--- src/common/cti_pkg.sv ---
/*
  Shared constants and types for the configurable time-slot interface front end:
  register offsets, field positions, reset values, modes, bandwidth codes.
  Assumes a single system clock domain; line-side signals are synchronised by the core.
*/
package cti_pkg;

  // register offsets on the plain register port
  localparam logic [3:0] CTI_ADDR_MODE1 = 4'h0;
  localparam logic [3:0] CTI_ADDR_MODE2 = 4'h1;
  localparam logic [3:0] CTI_ADDR_BITS_LO = 4'h2;
  localparam logic [3:0] CTI_ADDR_SHIFT = 4'h3;
  localparam logic [3:0] CTI_ADDR_ADJUST = 4'h4;
  localparam logic [3:0] CTI_ADDR_SUBSEL = 4'h5;
  localparam logic [3:0] CTI_ADDR_OPMODE = 4'h6;
  localparam logic [3:0] CTI_ADDR_STATUS = 4'h7;

  // reset values
  localparam logic [4:0] CTI_MODE1_RST = 5'h00;
  localparam logic [7:0] CTI_MODE2_RST = 8'h00;
  localparam logic [7:0] CTI_BITS_LO_RST = 8'hff;
  localparam logic [6:0] CTI_SHIFT_RST = 7'h20;
  localparam logic [6:0] CTI_ADJUST_RST = 7'h02;
  localparam logic [7:0] CTI_SUBSEL_RST = 8'h00;
  localparam logic [7:0] CTI_OPMODE_RST = 8'h00;

  // field positions, mode register one
  localparam int CTI_M1_MODE_LSB = 0;
  localparam int CTI_M1_RX_SEL0 = 2;
  localparam int CTI_M1_RX_SEL1 = 3;
  localparam int CTI_M1_SYNC_SRC = 4;
  // mode register two
  localparam int CTI_M2_SHAPE_LSB = 5;
  localparam int CTI_M2_OUT_CLK = 4;
  localparam int CTI_M2_TX_EDGE = 3;
  localparam int CTI_M2_RX_EDGE = 2;
  localparam int CTI_M2_BITS_HI_LSB = 0;
  // frame shift register
  localparam int CTI_SH_DS_LSB = 4;
  localparam int CTI_SH_US_LSB = 0;
  // operation mode register
  localparam int CTI_OM_DRIVER = 3;

  // two slots of adjust bias times 8 bits, plus the zero-offset shift code 2
  localparam logic [11:0] CTI_MARK_BIAS = 12'h012;

  // synchroniser vector layout
  localparam int CTI_SY_DU_LSB = 0;
  localparam int CTI_SY_DD_LSB = 4;
  localparam int CTI_SY_CLK = 8;
  localparam int CTI_SY_PCM_FP = 9;
  localparam int CTI_SY_LINE_FP = 10;
  localparam int CTI_SY_W = 11;

  typedef enum logic [1:0] {
    CTI_MODE_QUAD = 2'h0,
    CTI_MODE_DUAL = 2'h1,
    CTI_MODE_SINGLE = 2'h2,
    CTI_MODE_OCTAL = 2'h3
  } cti_mode_e;

  typedef enum logic [1:0] {
    CTI_BW_NONE = 2'h0,
    CTI_BW_16K = 2'h1,
    CTI_BW_32K = 2'h2,
    CTI_BW_64K = 2'h3
  } cti_bw_e;

  // one slot's worth of memory data plus the connection's bandwidth code
  typedef struct packed {
    logic [7:0] data;
    cti_bw_e bw;
  } cti_slot_s;

endpackage

--- src/core/cti_subch.sv ---
/*
  Subchannel positioner for one logical port and direction: bit mask of the
  active subchannel, placement of right-aligned memory data and extraction.
  Purely combinational; the caller supplies select and bandwidth code.
*/
`timescale 1ns/1ps
module cti_subch
  import cti_pkg::*;
(
  input wire logic [1:0] i_sel,
  input wire cti_bw_e i_bw,
  input wire logic [7:0] i_data,
  output logic [7:0] o_mask,
  output logic [7:0] o_place,
  output logic [7:0] o_take
);

  logic [2:0] lsb;

  always_comb begin
    lsb = {~i_sel, 1'b0};
    o_mask = 8'h00;
    o_place = 8'h00;
    o_take = 8'h00;
    case (i_bw)
      CTI_BW_64K: begin
        o_mask = 8'hff;
        o_place = i_data;
        o_take = i_data;
      end
      CTI_BW_32K: begin
        if (i_sel[0]) begin
          o_mask = 8'h0f;
          o_place = {4'h0, i_data[3:0]};
          o_take = {4'h0, i_data[3:0]};
        end else begin
          o_mask = 8'hf0;
          o_place = {i_data[3:0], 4'h0};
          o_take = {4'h0, i_data[7:4]};
        end
      end
      CTI_BW_16K: begin
        o_mask = 8'h03 << lsb;
        o_place = {6'h00, i_data[1:0]} << lsb;
        o_take = (i_data >> lsb) & 8'h03;
      end
      default: begin
        o_mask = 8'h00;
      end
    endcase
  end

endmodule

--- src/core/cti_port_map.sv ---
/*
  Configurable time-slot interface front end: maps logical ports to the
  physical up/downstream lines per interface mode, positions subchannels in
  each slot, applies frame offset, upstream shift and clock edge settings.
  Assumes the line bit clock and frame pulses are asynchronous pins, much
  slower than i_sys_clk (at least four system clocks per phase), and that
  the memory side answers slot numbers combinationally.
*/
`timescale 1ns/1ps
// Functional notes
// - transmit of each port fixed to its pin
// - mode 1: rx select bits pick lines
// - mode 2: select bit 0 picks line
// - pin drive roles depend on mode
// - memory code sets bandwidth, register sets position
// - select code picks subchannel bit positions
// - select per port, pairs in mode 3
// - one subchannel per slot, rest inactive
// - code 000 marks bit 1, previous slot
// - upstream frame shifts left up to 15
// - shift code moves both frames
// - zero upstream shift keeps frames aligned
// - push-pull drives data, idle high impedance
module cti_port_map
  import cti_pkg::*;
(
  input wire logic i_sys_clk,
  input wire logic i_rst,
  input wire logic [3:0] i_addr,
  input wire logic [7:0] i_wdata,
  input wire logic i_wr,
  input wire logic i_rd,
  output logic [7:0] o_rdata,
  input wire logic i_line_bit_clock,
  input wire logic i_pcm_frame_pulse,
  input wire logic i_line_frame_pulse,
  input wire logic [3:0] i_up_line,
  output logic [3:0] o_up_line,
  output logic [3:0] o_up_line_oe,
  input wire logic [3:0] i_down_line,
  output logic [3:0] o_down_line,
  output logic [3:0] o_down_line_oe,
  output logic [6:0] o_tx_slot,
  input wire cti_slot_s [7:0] i_tx,
  output logic [6:0] o_rx_cur_slot,
  input wire cti_bw_e [7:0] i_rx_bw,
  output logic [7:0][7:0] o_rx_data,
  output logic [6:0] o_rx_slot,
  output logic o_rx_valid
);

  typedef struct packed {
    logic [4:0] mode1;
    logic [7:0] mode2;
    logic [7:0] bits_lo;
    logic [6:0] shift;
    logic [6:0] adjust;
    logic [7:0] subsel;
    logic [7:0] opmode;
    logic [7:0] rdata;
    logic [CTI_SY_W-1:0] sync1;
    logic [CTI_SY_W-1:0] sync2;
    logic clk_prev;
    logic fp_prev;
    logic fp_pend;
    logic [9:0] ds_cnt;
    logic [9:0] us_cnt;
    logic [6:0] tx_slot;
    logic [7:0][7:0] tx_byte;
    logic [7:0][7:0] tx_mask;
    logic [7:0][7:0] rx_sh;
    logic [3:0] dd_o;
    logic [3:0] dd_oe;
    logic [3:0] du_o;
    logic [3:0] du_oe;
    logic [7:0][7:0] rx_data;
    logic rx_valid;
    logic [6:0] rx_slot;
  } cti_state_s;

  cti_state_s st;
  cti_state_s next_st;

  logic [7:0][7:0] tx_mask_w;
  logic [7:0][7:0] tx_place_w;
  logic [7:0][7:0] rx_take_w;
  logic [7:0][7:0] rx_byte_w;

  // each select pair serves port p and, in the eight-port mode, port p+4
  genvar gp;
  generate
    for (gp = 0; gp < 8; gp++) begin : g_port
      cti_subch u_tx (
        .i_sel(st.subsel[2*(gp%4) +: 2]),
        .i_bw(i_tx[gp].bw),
        .i_data(i_tx[gp].data),
        .o_mask(tx_mask_w[gp]),
        .o_place(tx_place_w[gp]),
        .o_take()
      );
      cti_subch u_rx (
        .i_sel(st.subsel[2*(gp%4) +: 2]),
        .i_bw(i_rx_bw[gp]),
        .i_data(rx_byte_w[gp]),
        .o_mask(),
        .o_place(),
        .o_take(rx_take_w[gp])
      );
    end
  endgenerate

  cti_mode_e mode;
  logic clk_now;
  logic clk_rise;
  logic clk_fall;
  logic tx_ev;
  logic rx_ev;
  logic fp_lvl;
  logic [10:0] nbits;
  logic [11:0] mark;
  logic [11:0] up_pos;
  logic [11:0] step;
  logic [11:0] ahead;
  logic [9:0] ds_new;
  logic [9:0] us_new;
  logic [2:0] bidx;
  logic [3:0] du_s;
  logic [3:0] dd_s;
  logic [7:0] rx_bit;
  logic [7:0] port_on;
  logic tbit;
  logic tm;
  logic drv;
  logic dat;

  assign mode = cti_mode_e'(st.mode1[CTI_M1_MODE_LSB +: 2]);
  assign nbits = {1'b0, st.mode2[CTI_M2_BITS_HI_LSB +: 2], st.bits_lo} + 11'h001;
  assign du_s = st.sync2[CTI_SY_DU_LSB +: 4];
  assign dd_s = st.sync2[CTI_SY_DD_LSB +: 4];

  // assembled receive byte for the bit being sampled now
  always_comb begin
    for (int p = 0; p < 8; p++) begin
      rx_byte_w[p] = {st.rx_sh[p][6:0], rx_bit[p]};
    end
  end

  // receive line per logical port
  always_comb begin
    rx_bit = 8'h00;
    case (mode)
      CTI_MODE_QUAD: begin
        rx_bit[3:0] = du_s;
      end
      CTI_MODE_DUAL: begin
        rx_bit[0] = st.mode1[CTI_M1_RX_SEL0] ? du_s[2] : du_s[0];
        rx_bit[1] = st.mode1[CTI_M1_RX_SEL1] ? du_s[3] : du_s[1];
      end
      // single port, select bit 0 only
      CTI_MODE_SINGLE: begin
        rx_bit[0] = st.mode1[CTI_M1_RX_SEL0] ? du_s[2] : du_s[0];
      end
      // octal mode, lines read back as inputs
      CTI_MODE_OCTAL: begin
        rx_bit = {du_s, dd_s};
      end
      default: begin
        rx_bit = 8'h00;
      end
    endcase
  end

  // logical ports that exist in each mode
  always_comb begin
    case (mode)
      CTI_MODE_QUAD: port_on = 8'h0f;
      CTI_MODE_DUAL: port_on = 8'h03;
      CTI_MODE_SINGLE: port_on = 8'h01;
      CTI_MODE_OCTAL: port_on = 8'hff;
      default: port_on = 8'h00;
    endcase
  end

  always_comb begin
    next_st = st;
    next_st.sync1 = {i_line_frame_pulse, i_pcm_frame_pulse, i_line_bit_clock,
                     i_down_line, i_up_line};
    next_st.sync2 = st.sync1;
    clk_now = st.sync2[CTI_SY_CLK];
    next_st.clk_prev = clk_now;
    clk_rise = clk_now & ~st.clk_prev;
    clk_fall = ~clk_now & st.clk_prev;
    // edge choice for transmit and sampling
    tx_ev = st.mode2[CTI_M2_TX_EDGE] ? clk_fall : clk_rise;
    rx_ev = st.mode2[CTI_M2_RX_EDGE] ? clk_rise : clk_fall;
    fp_lvl = st.mode1[CTI_M1_SYNC_SRC] ? st.sync2[CTI_SY_LINE_FP] : st.sync2[CTI_SY_PCM_FP];
    next_st.rx_valid = 1'b0;

    // register port
    next_st.rdata = 8'h00;
    if (i_wr) begin
      case (i_addr)
        CTI_ADDR_MODE1: next_st.mode1 = i_wdata[4:0];
        // shape, clock, edges, frame length high
        CTI_ADDR_MODE2: next_st.mode2 = i_wdata;
        CTI_ADDR_BITS_LO: next_st.bits_lo = i_wdata;
        // down code 6:4, up shift 3:0
        CTI_ADDR_SHIFT: next_st.shift = i_wdata[6:0];
        CTI_ADDR_ADJUST: next_st.adjust = i_wdata[6:0];
        CTI_ADDR_SUBSEL: next_st.subsel = i_wdata;
        CTI_ADDR_OPMODE: next_st.opmode = i_wdata;
        default: begin
        end
      endcase
    end
    if (i_rd) begin
      case (i_addr)
        CTI_ADDR_MODE1: next_st.rdata = {3'h0, st.mode1};
        CTI_ADDR_MODE2: next_st.rdata = st.mode2;
        CTI_ADDR_BITS_LO: next_st.rdata = st.bits_lo;
        CTI_ADDR_SHIFT: next_st.rdata = {1'b0, st.shift};
        CTI_ADDR_ADJUST: next_st.rdata = {1'b0, st.adjust};
        CTI_ADDR_SUBSEL: next_st.rdata = st.subsel;
        CTI_ADDR_OPMODE: next_st.rdata = st.opmode;
        CTI_ADDR_STATUS: next_st.rdata = {1'b0, st.ds_cnt[9:3]};
        default: next_st.rdata = 8'h00;
      endcase
    end

    // frame pulse seen on a rising line clock edge; applied at next transmit edge
    if (clk_rise) begin
      next_st.fp_prev = fp_lvl;
      if (fp_lvl && !st.fp_prev) begin
        next_st.fp_pend = 1'b1;
      end
    end

    // mark position = (adjust-2)*8 + code - 2, modulo frame
    mark = 12'({st.adjust, 3'h0}) + 12'(st.shift[CTI_SH_DS_LSB +: 3])
           + 12'(nbits) - CTI_MARK_BIAS;
    if (mark >= 12'(nbits)) begin
      mark = mark - 12'(nbits);
    end
    // upstream runs ahead by the extra shift
    up_pos = mark + 12'(st.shift[CTI_SH_US_LSB +: 4]);
    if (up_pos >= 12'(nbits)) begin
      up_pos = up_pos - 12'(nbits);
    end
    step = 12'(st.ds_cnt) + 12'h001;
    if (step >= 12'(nbits)) begin
      step = 12'h000;
    end
    ds_new = step[9:0];
    step = 12'(st.us_cnt) + 12'h001;
    if (step >= 12'(nbits)) begin
      step = 12'h000;
    end
    us_new = step[9:0];
    if (st.fp_pend) begin
      ds_new = mark[9:0];
      us_new = up_pos[9:0];
    end
    ahead = 12'(ds_new) + 12'h008;
    if (ahead >= 12'(nbits)) begin
      ahead = ahead - 12'(nbits);
    end
    bidx = ~ds_new[2:0];
    tbit = 1'b0;
    tm = 1'b0;
    drv = 1'b0;
    dat = 1'b0;

    if (tx_ev) begin
      // a pulse caught on this very edge must survive for the next event
      next_st.fp_pend = next_st.fp_pend & ~st.fp_pend;
      next_st.ds_cnt = ds_new;
      next_st.us_cnt = us_new;
      next_st.tx_slot = ahead[9:3];
      for (int p = 0; p < 8; p++) begin
        // memory code gives bandwidth, select gives position
        if (ds_new[2:0] == 3'h0) begin
          next_st.tx_byte[p] = tx_place_w[p];
          next_st.tx_mask[p] = tx_mask_w[p];
        end
        tbit = next_st.tx_byte[p][bidx];
        // bits outside the subchannel stay inactive
        tm = next_st.tx_mask[p][bidx] & port_on[p];
        // push-pull drives both levels, open drain only zeros
        if (st.opmode[CTI_OM_DRIVER]) begin
          drv = tm & ~tbit;
          dat = 1'b0;
        end else begin
          drv = tm;
          dat = tbit;
        end
        // fixed pin per logical transmit port
        if (p < 4) begin
          next_st.dd_o[p] = dat;
          next_st.dd_oe[p] = drv;
        end else begin
          next_st.du_o[p-4] = dat;
          next_st.du_oe[p-4] = drv;
        end
      end
    end

    if (rx_ev) begin
      for (int p = 0; p < 8; p++) begin
        next_st.rx_sh[p] = rx_byte_w[p];
      end
      if (st.us_cnt[2:0] == 3'h7) begin
        for (int p = 0; p < 8; p++) begin
          next_st.rx_data[p] = port_on[p] ? rx_take_w[p] : 8'h00;
        end
        next_st.rx_valid = 1'b1;
        next_st.rx_slot = st.us_cnt[9:3];
      end
    end
  end

  always_ff @(posedge i_sys_clk) begin
    if (i_rst) begin
      st <= '0;
      st.mode1 <= CTI_MODE1_RST;
      st.mode2 <= CTI_MODE2_RST;
      st.bits_lo <= CTI_BITS_LO_RST;
      st.shift <= CTI_SHIFT_RST;
      st.adjust <= CTI_ADJUST_RST;
      st.subsel <= CTI_SUBSEL_RST;
      st.opmode <= CTI_OPMODE_RST;
    end else begin
      st <= next_st;
    end
  end

  assign o_rdata = st.rdata;
  assign o_down_line = st.dd_o;
  assign o_down_line_oe = st.dd_oe;
  assign o_up_line = st.du_o;
  assign o_up_line_oe = st.du_oe;
  assign o_tx_slot = st.tx_slot;
  assign o_rx_cur_slot = st.us_cnt[9:3];
  assign o_rx_data = st.rx_data;
  assign o_rx_slot = st.rx_slot;
  assign o_rx_valid = st.rx_valid;

endmodule

--- config.mk ---
export PLATFORM = sky130hd
export DESIGN_NAME = cti_port_map
export DESIGN_NICKNAME = d
export VERILOG_FILES = /design/src/common/cti_pkg.sv /design/src/core/cti_subch.sv /design/src/core/cti_port_map.sv
export SDC_FILE = /design/constraint.sdc
export NUM_CORES = 1
export LEC_CHECK = 0
export ABC_AREA = 1
export BUFFER_PORTS_ARGS = -buffer_cell sky130_fd_sc_hd__buf_2
export CORE_MARGIN = 2
export CORE_UTILIZATION = 55
export CTS_CLUSTER_SIZE = 8
export DETAILED_ROUTE_END_ITERATION = 10
export PLACE_DENSITY = 0.78
export SKIP_CTS_REPAIR_TIMING = 1
export SYNTH_ARGS = -nofsm -noshare
export SYNTH_HDL_FRONTEND = slang
export SYNTH_SLANG_ARGS = --single-unit
export TNS_END_PERCENT = 30
--- constraint.sdc ---
create_clock -name i_sys_clk -period 6.3 [get_ports i_sys_clk]
set_input_delay 0.315 -clock i_sys_clk [delete_from_list [all_inputs] [get_ports i_sys_clk]]
set_output_delay 0.315 -clock i_sys_clk [all_outputs]
set_load 0.03 [all_outputs]
* Word-level counts from Yosys, hierarchy flattened
Index checks and enable logic that the tools add are counted.
** Operators by class
- Bitwise gates (word level) :: 37
- Shifts and indexed selects :: 20
- Reductions and logical operators :: 16
- $lt $le $gt $ge :: 6
- Mux-type cells :: 154
- Equal/unequal tests :: 59
- Add/sub/neg operators :: 11
** Operators with widths (count)
- 8-bit case mux with 3 select lines :: 24
- 8-bit two-way mux :: 53
- 156-bit two-way mux :: 1
- 2-bit == test (second input constant) :: 34
- 8-bit case mux with 8 select lines :: 1
- 2-bit by 3-bit left shift with 8-bit output :: 8
- 8-bit by 3-bit >> shifter with 2-bit output :: 8
- 10-bit two-way mux :: 6
- 1-bit binary-select mux with 3-bit select :: 16
- 1-bit two-way mux :: 39
- 4-bit two-way mux :: 9
- 2-bit by 1-bit == test with 1-bit output (second input constant) :: 17
- 10-bit by 1-bit adder with 11-bit output (second input constant) :: 3
- 11-bit greater-or-equal comparator :: 3
- 8-bit case mux with 4 select lines :: 1
- 2-bit by 3-bit left shift with 8-bit output (first input constant) :: 4
- 12-bit by 11-bit greater-or-equal comparator with 1-bit output :: 2
- 10-bit subtractor :: 2
- 1-bit bitwise AND :: 19
- 4-bit by 3-bit == test with 1-bit output (second input constant) :: 4
- 2-bit AND reduction :: 8
- 1-bit inverter :: 13
- 11-bit by 11-bit adder with 12-bit output :: 1
- 12-bit by 4-bit adder with 12-bit output :: 1
- other kinds (19) :: 26
** Word-level totals
- Word-level logic and storage cells :: 357
- Register bits :: 383
- Input port bits :: 123

* Longest topological paths before layout
- Depth in word-level cells :: 14
- Mapped depth :: 51
- Mapped depth without buffers :: 49

* Hierarchy
A second synthesis with hierarchy kept.
** Unflattened totals
- Cells, all modules :: 4781
- Area total of the unflattened synthesis :: 28399.7 µm²
** By module, submodules not included
- cti_port_map :: cells each 3347, instances 1, area an instance 21948.6 µm²
- cti_subch at g_port[0].u_rx ... :: cells each 91, instances 13, area an instance 406.6 µm²
- cti_subch at g_port[7].u_rx ... :: cells each 82, instances 2, area an instance 380.4 µm²
- cti_subch at g_port[6].u_tx :: cells each 87, instances 1, area an instance 404.1 µm²

* Worst setup path before layout
No wires, ideal clock.
- Path kind :: register to register
- Start point :: register st[371] (netlist bit)
- End point :: register st (netlist bit o_rx_cur_slot[0])
- Path slack :: -0.320 ns
- Arrival time :: 6.550 ns
- Data required time :: 6.230 ns
- Setup time :: 0.070 ns
- Cell stages (with the launch flop) :: 47
- Path buffers :: 1
- Cell sequence :: dfxtp_1 -> ha_1 -> nand3_2 -> xor2_1 -> inv_1 -> ha_1 -> ha_1 -> nand2_1 -> inv_1 -> nand2_1 -> nand3_1 -> a21oi_1 -> o21bai_1 -> nand2_1 -> nand2_1 -> a21oi_1 -> xor2_1 -> inv_1 -> [... 11 more ...] -> inv_1 -> fa_1 -> o31ai_1 -> inv_1 -> nor2_1 -> nand4_1 -> or2_1 -> nor2_1 -> xnor2_1 -> ha_1 -> nand2_1 -> a21oi_1 -> nor3_2 -> buf_2 -> nand3b_1 -> nand2_1 -> nand2_1 -> a21oi_1
** Between the ends
- Word-level cells in the longest chain between the ends :: 9
- Elaborated cells between the ends (all ways) :: 13
- Those cells by class :: add/sub: 6; order compare: 3; mux: 4
** Ends and longest elaborated chain
- start, declared :: RTL line cti_port_map.sv:81 : cti_state_s st;
- start signal, assigned :: RTL line cti_port_map.sv:332 : st <= next_st;
- 10-bit by 1-bit adder with 11-bit output * :: RTL line cti_port_map.sv:137 : assign nbits = {1'b0, st.mode2[CTI_M2_BITS_HI_LSB +: 2], st.bits_lo} + 11'h001;
- 11-bit by 11-bit adder with 12-bit output :: RTL line cti_port_map.sv:240 : + 12'(nbits) - CTI_MARK_BIAS;
- 12-bit by 5-bit subtractor with 12-bit output :: RTL line cti_port_map.sv:240
- 12-bit by 11-bit subtractor with 12-bit output or 12-bit by 11-bit greater-or-equal comparator with 1-bit output (tied branches) :: RTL line cti_port_map.sv:242, cti_port_map.sv:241
- 12-bit two-way mux :: RTL line cti_port_map.sv:241 : if (mark >= 12'(nbits)) begin
- 12-bit by 4-bit adder with 12-bit output :: RTL line cti_port_map.sv:245 : up_pos = mark + 12'(st.shift[CTI_SH_US_LSB +: 4]);
- 10-bit subtractor or 12-bit by 11-bit greater-or-equal comparator with 1-bit output (tied branches) :: RTL line cti_port_map.sv:247, cti_port_map.sv:246
- 10-bit two-way mux :: RTL line cti_port_map.sv:246 : if (up_pos >= 12'(nbits)) begin
- 10-bit two-way mux * :: RTL line cti_port_map.sv:259 : if (st.fp_pend) begin
Every way passes the cells marked *; elsewhere a longest branch is shown, timed or not.
A chain may end at the register's enable or synchronous reset.

* Final worst setup path
Ends and elaborated chain as after synthesis.

==> metrics.txt <==
status=finished, violations left; failing checks=setup timing; vias after detailed routing=~25k; Largest stage delay, worst path=~380 ps; adder-cell share of the synthesized area=0.0362; max frequency=between 0.15 and 0.2 GHz; Die X=around 210 um; minimum clock period=~6300 ps; CP max stage cell=fa_2; Leak Pwr=~0.013 uW; Crit path max-delay family=adder cells; Site Rows=76; WL/cell=17.8 um; Clock Root Buffer=clkbuf_16; Port Buf Inserts=about 230; core box area=43100 um2; Crit Path Class=reg2reg; clock-pin slew on the worst setup and hold paths=roughly 50 ps; Final WS setup=-3.66 ps; cell count of the worst hold path=3; Post-synth EDFFs=0; I/O Pins=233; GRT Util Overall=0.335; Clock Tree Buf Depth=3; GP Congestion=approximately 1; routed wire length=79.1 mm; number of max-cap violations=0; Crit path required time=about 7000 ps; Netlist cell types=58; unrepaired setup endpoints after global routing=yes; synthesis-to-layout area growth=14.3%; DRT iter0 DRCs=~2.9k; die area=approximately 45000 um2; Synth Register Bits=roughly 380; max_slew headroom=0.246; Post-synth ARST share=0; first-pass GRT wire length=~120 mm; Clk Latency, worst-skew pair=between 600 and 700 ps; actual slew at the worst max-slew pin=~1100 ps; Initial Util=0.557; Post-DP Area=roughly 25000 um2; Post-Synth Simple-Gate Area=0.254; layout cells sized above 1=0.139; vias in the first global route=~22k; FF/Latch Area=between 7000 and 8000 um2; largest net degree at the start of global routing=approximately 210; 1st-pass router iterations=7; highest net fanout along the worst path=5; Crit path depth=48; dominant synthesized flop cell=dfxtp_1; Startpoint Class=flop; Final HPWL DP=56.3 mm; Hold WC Path Type=in2reg; most frequent CP cell=nand2_1; CTS Buf Count=54; reg2reg path depth=between 40 and 50; yosys warns=0; compound-cell area share of the yosys netlist=0.230; # setup viols final=1; routed vias/inst=about 5.7; htree depth=2; clock skew=between 30 and 40 ps; Layout Nets=about 4k; Cell Area, Synth=about 24000 um2; final max-slew violation count=0; Worst setup EP type=flop; post-route insts no fill=approximately 4.4k; Max VDD drop=between 200 and 300 uV; Power Density=approximately 320 nW/um2; FILL cells=3962; initial antenna violation count=6; total gr overflow=0; Bufs and invs on worst path=10; post-route setup TNS=-3.66 ps; area taken by multi-input logic gates=13200 um2; sequential share of the synthesized area=0.319; Hold Vio Cnt, Final=0; largest family of logic cells by synthesized area=simple AND/OR/NAND/NOR gates; post-synthesis xor/xnor area fraction=0.0146; Net Count, Synth=3883; Post-Synthesis Cells=3693; fin area=approximately 27000 um2; mux cell area share after synthesis=0; Critical Path AT=between 6000 and 7000 ps; Sink Count=~380; placed cells=between 4k and 5k; Util after Layout=0.637; TritonCTS clock tree=built; Synth Area per Inst=6.50 um2; final period utilization=1.00; # DRC=0; chip height=around 210 um; Final ANT Viol Nets=0
==> final cells by class <==
class / instances / area share
antenna: 6 / 0.000547
inverter: 530 / 0.0729
clock inverter: 5 / 0.00406
sequential: 383 / 0.280
clock buffer: 55 / 0.0498
multi-input combinational: 2505 / 0.480
tap: 585 / 0.0267
timing repair buffer: 374 / 0.0857
==> power breakdown <==
part	leakage (uW)	internal (uW)	total (uW)	switching, uW
combinational	0.00950	1330	3470	2140
sequential	0.00311	2520	2580	63.3
clock	0.000720	1560	2640	1070
==> worst min-delay path, stage by stage <==
cell,delay (ps)
buf_2,180
nand2_1,70
o211ai_1,70
==> layout by cell type (no fill, tap or decap), types with 6 or more instances in the layout <==
master         count
a21oi_1          237
a21oi_2            8
a221oi_1          22
a22oi_1           27
a311o_1            6
a31oi_1           17
buf_12             6
buf_2            231
buf_4            121
clkbuf_16         54
dfxtp_1          378
diode_2            6
dlygate4sd3_1     11
ha_1              53
ha_4               8
inv_1            516
inv_2              9
nand2_1          814
nand2_2           28
nand3_1          218
nand3_2            7
nand3b_1          12
nand4_1           25
nor2_1           275
nor2_2             6
nor3_1            39
o211ai_1         109
o21ai_0          321
o21ai_1           46
o21bai_1          61
o22ai_1           32
o31ai_1            9
o41ai_1            8
or2_1              8
or2_2              8
xnor2_1           10
xor2_1            27
==> per-layer routing <==
metal / GRT usage / vias up / wire, um
li1: - / 12351 / -
met1: 0.451 / 11639 / 32800
met2: 0.522 / 1262 / 35200
met3: 0.0607 / 241 / 7750
met4: 0.150 / 2 / 3330
met5: 0 / - / 7
==> through the flow <==
stage	setup slack (ps)	hold slack, ps	power (uW)
floorplan	47.3	388	4790
global placement	-73.1	391	5820
detailed placement	-201	394	5830
CTS	-249	-117	8460
global route	-383	67.1	9170
finish	-3.66	62.4	8690
==> path summary, 6_finish.rpt <==
check,startpoint,to,slack [ps]
max,st[371],o_rx_cur_slot[0],-4
min,i_wdata[1],st[371],60
max reg2reg,st[371],o_rx_cur_slot[0],-4
min reg2reg,next_st[313],du_s[3],400
==> cell families after synthesis <==
kind of cell	count (synthesis)
adders and majority gates	67
xor gates and xnor gates	40
and+or+nand+nor	1460
buffers and inverters	806
DFF	383
AOI/OAI and AO/OA	937
==> sequential cells by signal (all words and copies together), names as in the netlist, 7 cells and up <==
name,count
o_rx_slot,7
o_tx_slot,7
rx_byte_w,56
next_st,11
st,195
o_rx_data,64
o_rdata,8
o_rx_cur_slot,7
==> synth_stat cells, types with 5 or more instances <==
library cell | count | area [um2]
a21oi_1 | 246 | 1230
a221oi_1 | 22 | 193
a22oi_1 | 27 | 203
a311o_1 | 6 | 60.1
a31oi_1 | 17 | 106
buf_1 | 23 | 86.3
buf_2 | 21 | 105
buf_4 | 114 | 856
clkbuf_1 | 117 | 439
dfxtp_1 | 383 | 7670
ha_1 | 63 | 788
inv_1 | 521 | 1960
inv_2 | 5 | 18.8
nand2_1 | 830 | 3120
nand2_2 | 14 | 87.6
nand3_1 | 222 | 1110
nand3b_1 | 12 | 90.1
nand4_1 | 25 | 156
nor2_1 | 280 | 1050
nor3_1 | 40 | 200
nor4_1 | 5 | 31.3
o211ai_1 | 109 | 818
o21ai_0 | 325 | 1630
o21ai_1 | 43 | 215
o21bai_1 | 61 | 458
o22ai_1 | 32 | 200
o31ai_1 | 11 | 82.6
o41ai_1 | 8 | 70.1
or2_1 | 8 | 50.1
or2_2 | 8 | 50.1
xnor2_1 | 11 | 96.3
xor2_1 | 29 | 254
(Power assumes the default switching activity.)
